## src/cwgas_consts.vh

```
// Constants for the auto-shutdown and dead-band block
//
// Contract
// - With the fault-pin shutdown enable (bit 1) set, a low fault input raises a shutdown event.
// - With the fault-pin shutdown enable clear, the fault input is ignored for shutdown.
// - With the logic-cell shutdown enable (bit 0) set, a high logic cell 2 output raises shutdown.
// - The rising dead band is a 6-bit unsigned count in bits 5..0 of the rising count register.
// - A nonzero count N inserts a dead band of N to N+1 count-clock periods.
// - A rising count of zero inserts no delay on the rising transition.
// - Bits 7..6 of the rising count register are unimplemented and read as zero.
// - While the shutdown status bit is 1, each output takes its selected shutdown state.
// - The falling dead band uses the same 6-bit encoding, and zero bypasses it.
`ifndef CWGAS_CONSTS_VH
`define CWGAS_CONSTS_VH
////////////////////////////////////////////////////////////////////////////////
// Register word offsets (byte address = 4 * offset)
`define CWGAS_OFF_CTRL2 3'h0
`define CWGAS_OFF_RISE 3'h1
`define CWGAS_OFF_FALL 3'h2
`define CWGAS_OFF_STATES 3'h3
`define CWGAS_OFF_IRQ_STAT 3'h4
`define CWGAS_OFF_IRQ_EN 3'h5
`define CWGAS_OFF_IRQ_CLR 3'h6
////////////////////////////////////////////////////////////////////////////////
// Shutdown control fields
`define CWGAS_BIT_STATUS 7
`define CWGAS_BIT_RESTART 6
`define CWGAS_BIT_CMP 2
`define CWGAS_BIT_FLT 1
`define CWGAS_BIT_LC2 0
`define CWGAS_CTRL2_RESET 8'h00
`define CWGAS_DB_W 6
`define CWGAS_DB_ZERO 6'h00
// Shutdown state register layout: b in 3..2, a in 1..0
`define CWGAS_ST_A_LO 0
`define CWGAS_ST_B_LO 2
`define CWGAS_STATES_RESET 4'h0
// Shutdown state encodings
`define CWGAS_SD_INACTIVE 2'h0
`define CWGAS_SD_TRISTATE 2'h1
`define CWGAS_SD_LOW 2'h2
`define CWGAS_SD_HIGH 2'h3
// Interrupt bits
`define CWGAS_IRQ_SHUTDOWN 0
`define CWGAS_IRQ_RESTART 1
`define CWGAS_IRQ_W 2
`endif

```

## src/cwgas_top.v

```verilog
// Auto-shutdown source selection, dead-band generation and register slave
//
// The address map and the Avalon-MM register port were decided locally.
`timescale 1ns/1ps
`include "cwgas_consts.vh"
module cwgas_top #(
  parameter DB_W = 6
) (
  // Clock and reset
  input wire mclk_in,
  input wire reset_n_in,
  // Avalon-MM slave
  input wire [2:0] avs_address_in,
  input wire avs_read_in,
  input wire avs_write_in,
  input wire [31:0] avs_writedata_in,
  output reg [31:0] avs_readdata_out,
  output wire avs_waitrequest_out,
  // Shutdown sources
  input wire fault_input_in,
  input wire comparator_one_in,
  input wire logic_cell_two_output_in,
  // Waveform input
  input wire waveform_in,
  // Complementary outputs
  output reg out_a_out,
  output reg out_a_oe_out,
  output reg out_b_out,
  output reg out_b_oe_out,
  // Interrupt
  output wire irq_out
);
  ////////////////////////////////////////////////////////////////////////////
  // Registers
  reg shutdown_event_status;
  reg auto_restart_enable;
  reg comparator_shutdown_enable;
  reg fault_pin_shutdown_enable;
  reg logic_cell_shutdown_enable;
  reg [DB_W-1:0] rising_deadband_count;
  reg [DB_W-1:0] falling_deadband_count;
  reg [1:0] output_a_shutdown_state;
  reg [1:0] output_b_shutdown_state;
  reg [`CWGAS_IRQ_W-1:0] irq_status;
  reg [`CWGAS_IRQ_W-1:0] irq_enable;
  reg rd_done;
  wire sd_source;
  wire wr_ctrl2;
  wire [`CWGAS_IRQ_W-1:0] irq_events;
  wire rise_dly;
  wire fall_dly;
  wire [7:0] ctrl2_rd;

  ////////////////////////////////////////////////////////////////////////////
  // Shutdown source combination
  assign sd_source = (fault_pin_shutdown_enable & ~fault_input_in)
    | (logic_cell_shutdown_enable & logic_cell_two_output_in)
    | (comparator_shutdown_enable & comparator_one_in);

  assign wr_ctrl2 = avs_write_in && (avs_address_in == `CWGAS_OFF_CTRL2);
  // Restart fires when status drops while sources have gone
  assign irq_events[`CWGAS_IRQ_SHUTDOWN] = sd_source & ~shutdown_event_status;
  assign irq_events[`CWGAS_IRQ_RESTART] = shutdown_event_status & ~sd_source &
    (auto_restart_enable | (wr_ctrl2 & ~avs_writedata_in[`CWGAS_BIT_STATUS]));

  ////////////////////////////////////////////////////////////////////////////
  // Register writes and shutdown status
  always @(posedge mclk_in or negedge reset_n_in) begin
    if (!reset_n_in) begin
      shutdown_event_status <= 1'b0;
      auto_restart_enable <= 1'b0;
      comparator_shutdown_enable <= 1'b0;
      fault_pin_shutdown_enable <= 1'b0;
      logic_cell_shutdown_enable <= 1'b0;
      rising_deadband_count <= {DB_W{1'b0}};
      falling_deadband_count <= {DB_W{1'b0}};
      output_a_shutdown_state <= `CWGAS_SD_INACTIVE;
      output_b_shutdown_state <= `CWGAS_SD_INACTIVE;
      irq_status <= {`CWGAS_IRQ_W{1'b0}};
      irq_enable <= {`CWGAS_IRQ_W{1'b0}};
    end else begin
      // A live source always wins over a software clear or restart
      if (sd_source) begin
        shutdown_event_status <= 1'b1;
      end else if (auto_restart_enable) begin
        shutdown_event_status <= 1'b0;
      end else if (wr_ctrl2) begin
        shutdown_event_status <= avs_writedata_in[`CWGAS_BIT_STATUS];
      end
      if (wr_ctrl2) begin
        auto_restart_enable <= avs_writedata_in[`CWGAS_BIT_RESTART];
        comparator_shutdown_enable <= avs_writedata_in[`CWGAS_BIT_CMP];
        fault_pin_shutdown_enable <= avs_writedata_in[`CWGAS_BIT_FLT];
        logic_cell_shutdown_enable <= avs_writedata_in[`CWGAS_BIT_LC2];
      end
      if (avs_write_in && avs_address_in == `CWGAS_OFF_RISE) begin
        rising_deadband_count <= avs_writedata_in[DB_W-1:0];
      end
      if (avs_write_in && avs_address_in == `CWGAS_OFF_FALL) begin
        falling_deadband_count <= avs_writedata_in[DB_W-1:0];
      end
      if (avs_write_in && avs_address_in == `CWGAS_OFF_STATES) begin
        output_a_shutdown_state <= avs_writedata_in[`CWGAS_ST_A_LO+1:`CWGAS_ST_A_LO];
        output_b_shutdown_state <= avs_writedata_in[`CWGAS_ST_B_LO+1:`CWGAS_ST_B_LO];
      end
      if (avs_write_in && avs_address_in == `CWGAS_OFF_IRQ_EN) begin
        irq_enable <= avs_writedata_in[`CWGAS_IRQ_W-1:0];
      end
      // Set wins over clear in the same cycle
      if (avs_write_in && avs_address_in == `CWGAS_OFF_IRQ_CLR) begin
        irq_status <= (irq_status & ~avs_writedata_in[`CWGAS_IRQ_W-1:0]) | irq_events;
      end else begin
        irq_status <= irq_status | irq_events;
      end
    end
  end

  assign irq_out = |(irq_status & irq_enable);

  ////////////////////////////////////////////////////////////////////////////
  // Avalon read path: one wait cycle on reads, writes take zero
  assign avs_waitrequest_out = avs_read_in & ~rd_done;
  assign ctrl2_rd = {shutdown_event_status, auto_restart_enable, 3'h0,
    comparator_shutdown_enable, fault_pin_shutdown_enable, logic_cell_shutdown_enable};

  always @(posedge mclk_in or negedge reset_n_in) begin
    if (!reset_n_in) begin
      rd_done <= 1'b0;
      avs_readdata_out <= 32'h0000_0000;
    end else begin
      rd_done <= avs_read_in & ~rd_done;
      if (avs_read_in && !rd_done) begin
        case (avs_address_in)
          `CWGAS_OFF_CTRL2: avs_readdata_out <= {24'h00_0000, ctrl2_rd};
          `CWGAS_OFF_RISE: avs_readdata_out <= {26'h000_0000, rising_deadband_count};
          `CWGAS_OFF_FALL: avs_readdata_out <= {26'h000_0000, falling_deadband_count};
          `CWGAS_OFF_STATES: avs_readdata_out <= {28'h000_0000,
            output_b_shutdown_state, output_a_shutdown_state};
          `CWGAS_OFF_IRQ_STAT: avs_readdata_out <= {30'h0000_0000, irq_status};
          `CWGAS_OFF_IRQ_EN: avs_readdata_out <= {30'h0000_0000, irq_enable};
          default: avs_readdata_out <= 32'h0000_0000;
        endcase
      end
    end
  end

  ////////////////////////////////////////////////////////////////////////////
  // Dead-band channels: A delays the rising edge, B the falling edge
  cwgas_deadband #(
    .W(DB_W)
  ) u_rise (
    .mclk_in(mclk_in),
    .reset_n_in(reset_n_in),
    .count_in(rising_deadband_count),
    .src_in(waveform_in),
    .dly_out(rise_dly)
  );

  cwgas_deadband #(
    .W(DB_W)
  ) u_fall (
    .mclk_in(mclk_in),
    .reset_n_in(reset_n_in),
    .count_in(falling_deadband_count),
    .src_in(~waveform_in),
    .dly_out(fall_dly)
  );

  ////////////////////////////////////////////////////////////////////////////
  // Output stage with shutdown override
  always @(posedge mclk_in or negedge reset_n_in) begin
    if (!reset_n_in) begin
      out_a_out <= 1'b0;
      out_a_oe_out <= 1'b1;
      out_b_out <= 1'b0;
      out_b_oe_out <= 1'b1;
    end else if (shutdown_event_status) begin
      out_a_oe_out <= (output_a_shutdown_state != `CWGAS_SD_TRISTATE);
      out_a_out <= (output_a_shutdown_state == `CWGAS_SD_HIGH);
      out_b_oe_out <= (output_b_shutdown_state != `CWGAS_SD_TRISTATE);
      out_b_out <= (output_b_shutdown_state == `CWGAS_SD_HIGH);
    end else begin
      out_a_oe_out <= 1'b1;
      out_a_out <= rise_dly;
      out_b_oe_out <= 1'b1;
      out_b_out <= fall_dly;
    end
  end
endmodule // cwgas_top

```

## src/cwgas_deadband.v

```verilog
// One dead-band delay channel: delays the rising edge of its input by a count
`timescale 1ns/1ps
module cwgas_deadband #(
  parameter W = 6
) (
  // Clock and reset
  input wire mclk_in,
  input wire reset_n_in,
  // Control
  input wire [W-1:0] count_in,
  input wire src_in,
  // Result
  output reg dly_out
);
  reg [W-1:0] cnt;
  reg src_q;
  wire [W-1:0] zero_w = {W{1'b0}};

  // Counting starts at the first edge after the source rises, so N..N+1
  always @(posedge mclk_in or negedge reset_n_in) begin
    if (!reset_n_in) begin
      cnt <= {W{1'b0}};
      src_q <= 1'b0;
      dly_out <= 1'b0;
    end else begin
      src_q <= src_in;
      if (!src_in) begin
        cnt <= zero_w;
        dly_out <= 1'b0;
      end else if (count_in == zero_w) begin
        dly_out <= 1'b1;
      end else if (!src_q) begin
        cnt <= count_in - {{(W-1){1'b0}}, 1'b1};
        dly_out <= 1'b0;
      end else if (cnt != zero_w) begin
        cnt <= cnt - {{(W-1){1'b0}}, 1'b1};
      end else begin
        dly_out <= 1'b1;
      end
    end
  end
endmodule // cwgas_deadband

```

## config.mk

```make
export PLATFORM = sky130hd
export DESIGN_NAME = cwgas_top
export DESIGN_NICKNAME = d
export VERILOG_FILES = /design/src/cwgas_top.v /design/src/cwgas_deadband.v
export VERILOG_INCLUDE_DIRS = /design/src
export SDC_FILE = /design/constraint.sdc
export NUM_CORES = 1
export LEC_CHECK = 0
export ABC_AREA = 0
export BUFFER_PORTS_ARGS = -buffer_cell sky130_fd_sc_hd__buf_4
export CAP_MARGIN = 0
export CORE_ASPECT_RATIO = 1.5
export CORE_MARGIN = 10
export CORE_UTILIZATION = 45
export DETAILED_ROUTE_END_ITERATION = 16
export PLACE_DENSITY = 0.67
export SETUP_SLACK_MARGIN = 0.1
export SLEW_MARGIN = 15
export SYNTH_ARGS = -nofsm -noshare
export SYNTH_HDL_FRONTEND = slang
export SYNTH_SLANG_ARGS = --single-unit
```

## constraint.sdc

```tcl
create_clock -name mclk_in -period 2.5 [get_ports mclk_in]
set_input_delay 0.25 -clock mclk_in [delete_from_list [all_inputs] [get_ports mclk_in]]
set_output_delay 0.25 -clock mclk_in [all_outputs]
set_load 0.005 [all_outputs]
```

* Yosys cells after proc, flatten, opt, wreduce, memory -nomap -nowiden *
Cells that the tools add are included.

word-level totals
  register bits = 78
  latch bits = 0
  RAM bits = 0
  ROM bits = 0
  bits of input ports = 43
  output and inout bits = 38
  word-level logic and storage cells = 107
  memories kept = 0

operators by class
  add/subtract/negate cells = 4
  $mul = 0
  divide/modulo/power cells = 0
  order comparisons = 0
  equal/unequal tests = 16
  shift operators = 0
  multiplexer cells = 25
  bitwise operators = 22
  reductions and logical operators = 17

operators with widths
  cell                 number
  $mux 6               8
  $pmux 8 s6           1
  $sub 6x1->6 const B  4
  $mux 1               15
  $logic_not 6->1      2
  $reduce_bool 6->1    2
  $eq 3x3->1 const B   3
  $and 1x1->1          8
  $ne 4x4->1 const B   2
  $logic_and 1x1->1    7
  $eq 3x2->1 const B   2
  $ne 3x3->1 const B   2
  $not 1->1            6
  $and 2x2->2          2
  $eq 2x2->1 const B   2
  $ne 2x1->1 const B   2
  $ne 2x2->1 const B   2
  $or 2x2->2           2
  $reduce_and 2->1     2
  $eq 3x1->1 const B   1
  $logic_not 3->1      1
  $or 1x1->1           3
  $reduce_bool 3->1    1
  $mux 2               1
  3 further kinds      3

* Depth between registers and ports, before layout *
  depth in word-level cells = 9
  mapped depth = 7
  depth with buffers taken out = 6

* Hierarchy *
From an unflattened synthesis, not the netlist that was laid out.

unflattened totals
  cells, all modules = 269
  area total of the unflattened synthesis = 2,991.6 µm²

modules (own cells, without submodules)
  module          times used  cells each  area an instance (µm²)  sequential area each (µm²)
  cwgas_top       1           153         1,920.6                 953.4
  cwgas_deadband  2           58          535.5                   200.2

* Worst setup path after synthesis *
No wires, ideal clock.

  path type = register to register
  start point = reg u_fall.src_q
  end point = reg u_fall.cnt[4]
  setup time = 0.135 ns
  arrival = 1.681 ns
  required time = 2.365 ns
  slack = 0.684 ns
  stages on the path, launching flop included = 8
  path buffers = 1
  clock period less this slack = 1.816 ns
  cell sequence = dfrtp_1 > clkbuf_1 > mux2i_1 > ha_1 > inv_1 > o311a_1 > a31oi_1 > a21oi_1

between the ends
  longest elaborated chain between the ends = 3
  elaborated cells between the ends (all ways) = 5
  those cells by class = eq/ne (1); mux (3); reduce/logical (1)

RTL lines
  item                    RTL line             source
  from (decl)             cwgas_deadband.v:16  reg src_q;
  from (signal assigned)  cwgas_deadband.v:26  src_q <= src_in;
  $mux 6                  cwgas_deadband.v:32  end else if (!src_q) begin
  $mux 6                  cwgas_deadband.v:30  end else if (count_in == zero_w) begin
  $mux 6                  cwgas_deadband.v:27  if (!src_in) begin
  to (signal assigned)    cwgas_deadband.v:28  cnt <= zero_w;
  to (signal assigned)    cwgas_deadband.v:33  cnt <= count_in - {{(W-1){1'b0}}, 1'b1};
  to (signal assigned)    cwgas_deadband.v:36  cnt <= cnt - {{(W-1){1'b0}}, 1'b1};
  to (decl)               cwgas_deadband.v:15  reg [W-1:0] cnt;

Parallel ways exist; a longest one is shown, timed or not. The select of a mux whose other input is x is not followed.
A chain may end at the register's enable or synchronous reset.

* Final worst setup path *
Same ends and word-level chain as after synthesis.

==> out/results.ini <==
[global_route]
overflow = 0
antenna_found_initial = 0
grt_pass1_wl_mm = 10.87
grt_start_max_net_pins = 55
first_global_vias = 2105
grt_use_total_pct = 12.92

[synth]
syn-instance-count = 271
seq_area_frac_synth_pct = 46.52
synthesis.area_um2 = 2910
synth_top_area_share_pct = 44.71
synthTopCellsByArea = dfrtp_1 (45%), mux2_2 (9.3%), buf_4 (6.4%), mux2i_1 (5.2%), o21ai_0 (2.8%)
synth_area_leader_cell = dfrtp_1
ys_types = 46
synth_edf_count = 0
yosys_warnings = 0
synth_async_sr_flop_share_pct = 100.0
avgSynthCellArea_um2 = 10.74
ys_ff_latch = 54
ys.flop_type = dfrtp_1

[timing]
period_needed_ns = 1.908
finClkSkew_ns = 0.006073
setup_tns_ns = 0
fmax_mhz = 524.2
fin_crit_sh_pct = 76.30
fin_ws_ns = 0.5924
tightest_slew_ns = 0.6847
setup_violations = 0
grt_setup_unrepaired = false
finalHoldViolCount = 0
slew_viol_final = 0
slew_headroom_pct = 54.35

[floorplanning]
std_cell_rows = 35
core_um2 = 6218
dieArea_um2 = 10150
num_io_pins = 81
fp.dieH_um = 118.5
start_util_pct = 46.80
dieWidth_um = 85.66

[power_and_ir_drop]
p_int_mw = 1.765
power.share.switching_pct = 33.41
switchingPower_mw = 0.8856
comb_power_share_pct = 28.7
pwr-share-clk_pct = 22.6
ir_drop_mv = 0.4254
seq_power_share_pct = 48.7
powerDensity_nw_per_um2 = 817.8
leakage_nw = 1.457

[clock_network]
cts_buffers = 5
htree_levels = 2
insertion_delay_ns = 0.31
path_clk_slew_ns = 0.10
clk_path_buf_depth = 2
hold_buffers = 1
ctsResizeCount = 0
cts_tree = built
post_cts_buffers = 0
cts-root-buf = clkbuf_8
numClockSinks = 54

[worst_setup_path]
worst_path_max_delay_cell = dfrtp_1
path_class = register to register
crit_arrival_ns = 2.11
start_kind = register
critPathBufInv = 1
crit_fanout = 14
crit_family = flip-flops
cp.required_ns = 2.70
path_cells = mux2i_1, ha_1, inv_1, o311a_1, a31oi_1, a21oi_1
max_stage_delay_ns = 0.62
worstSetupEndpointType = register

[cells_and_area]
drive_gt1_share_pct = 26.07
areaGrowthSynthToFinish_pct = 11.35
nets = 347
multi_input_area_um2 = 1375
diodes = 0
final_area_um2 = 3241
fin_util_pct = 52.11
regArea_um2 = 1354
final_cells = 377
nFillCells = 583

[route]
wl_per_cell_um = 17.45
postRouteAntennaNets = 0
first_iter_violations = 220
routed_wl_mm = 6.580
vias_per_cell = 5.480
vias = 2066
drc = 0
first_pass_iters = 4

[placed_design]
dp_slack_ns = 0.6325
placed_cell_area_um2 = 3118
port_buffers = 32
dpl.hpwl_mm = 4.965
gp_congestion = 0.8495
place_inst = 368

[status]
status = finished, final reports clean

[run]
drv_cap = 0

[min_path]
hold_class = input pin to register

registers in the layout, summed over array words and instances (netlist names), 2 cells and up:
signal,cells
avs_readdata_out,8
irq_enable,2
output_a_shutdown_state,2
rising_deadband_count,6
output_b_shutdown_state,2
irq_status,2
falling_deadband_count,6
u_rise.cnt,6
u_fall.cnt,6
per-layer routing:
metal | vias to the layer above | routed length (um) | track usage, %
met5 | - | 0 | 0
met2 | 51 | 3568 | 23.13
li1 | 985 | - | -
met4 | 0 | 159 | 5.062
met3 | 10 | 281 | 3.093
met1 | 1020 | 2571 | 14.03
logic make-up after synthesis:
logic type | count (synthesis) | synth area share, %
buffers and inverters | 45 | 9.200
AND/OR/NAND/NOR | 68 | 14.10
flip-flops | 54 | 46.52
AO/OA/AOI/OAI | 58 | 13.07
adder cells (fa/ha/maj) | 2 | 0.8597
XOR/XNOR | 3 | 0.9030
other | 1 | 0.1289
multiplexers | 40 | 15.22
synthesized netlist by cell type, drive strengths merged (2+ instances only):
library cell   n
a211oi         2
a21oi         14
a22o           8
a31oi          2
buf           29
clkbuf         5
dfrtp         52
dfstp          2
ha             2
inv           10
mux2          24
mux2i         15
nand2         11
nand2b         4
nand3          4
nand3b         4
nand4          2
nand4b         2
nor2          20
nor2b          4
nor3           8
nor4           4
o211ai         2
o21a           2
o21ai         16
o22a           2
o22ai          3
o311ai         2
or3            3
xnor2          3
cell type report:
cell class	instances	share of cell area [%]
multi-input cells	195	42.43
flip-flops and latches	54	41.78
clock inverters	3	1.351
inverters	11	1.274
well taps	74	2.857
clock buffers	5	2.124
repair buffers	35	8.185
power by group through the flow:
stage / combinational (mW) / clock [mW] / sequential, mW
after floorplan: 0.598 / 0 / 1.22
after global placement: 0.744 / 0 / 1.30
after detailed placement: 0.757 / 0 / 1.31
after CTS: 0.764 / 0.613 / 1.29
after global routing: 0.859 / 0.649 / 1.32
final: 0.760 / 0.600 / 1.29
cell usage in the layout, fill, tap and decap left out, types with 3 or more instances in the layout:
cell type  Yosys  layout
dfrtp_1       52      52
nand3_1        4       4
conb_1         1      24
a22o_1         8       8
nand3b_1       4       4
nor2_1        20      20
a21oi_1       13      13
nor2b_1        4       4
nand2_1       11      11
mux2_2        24      24
clkbuf_8       0       5
mux2i_1       15      15
o22ai_1        3       3
nor3_1         6       6
buf_4         25      34
o21ai_0       16      16
inv_1         10      10
nand2b_1       4       4
xnor2_1        3       3
worst paths after layout:
| check | cells after the start | end | slack (ns) | start |
|---|---|---|---|---|
| setup / recovery | 6 | u_fall.cnt[4] | 0.59 | u_fall.src_q |
| hold / removal | 1 | u_rise.src_q | 0.15 | waveform_in |
| hold reg to reg | 2 | avs_readdata_out[1] | 0.49 | avs_readdata_out[1] |
| min in group asynchronous | 2 | comparator_shutdown_enable | 0.52 | reset_n_in |
| setup reg to reg | 6 | u_fall.cnt[4] | 0.59 | u_fall.src_q |
| max in group asynchronous | 2 | u_fall.cnt[0] | 1.51 | reset_n_in |
metrics by stage:
stage	hold slack (ns)	total power, mW
3_5_place_dp	0.3403	2.064
2_1_floorplan	-0.04559	1.819
3_3_place_gp	0.3337	2.044
5_1_grt	0.1310	2.830
4_1_cts	0.1372	2.667
6_report	0.1451	2.650
Note: power is estimated with default switching activity, not from simulation.
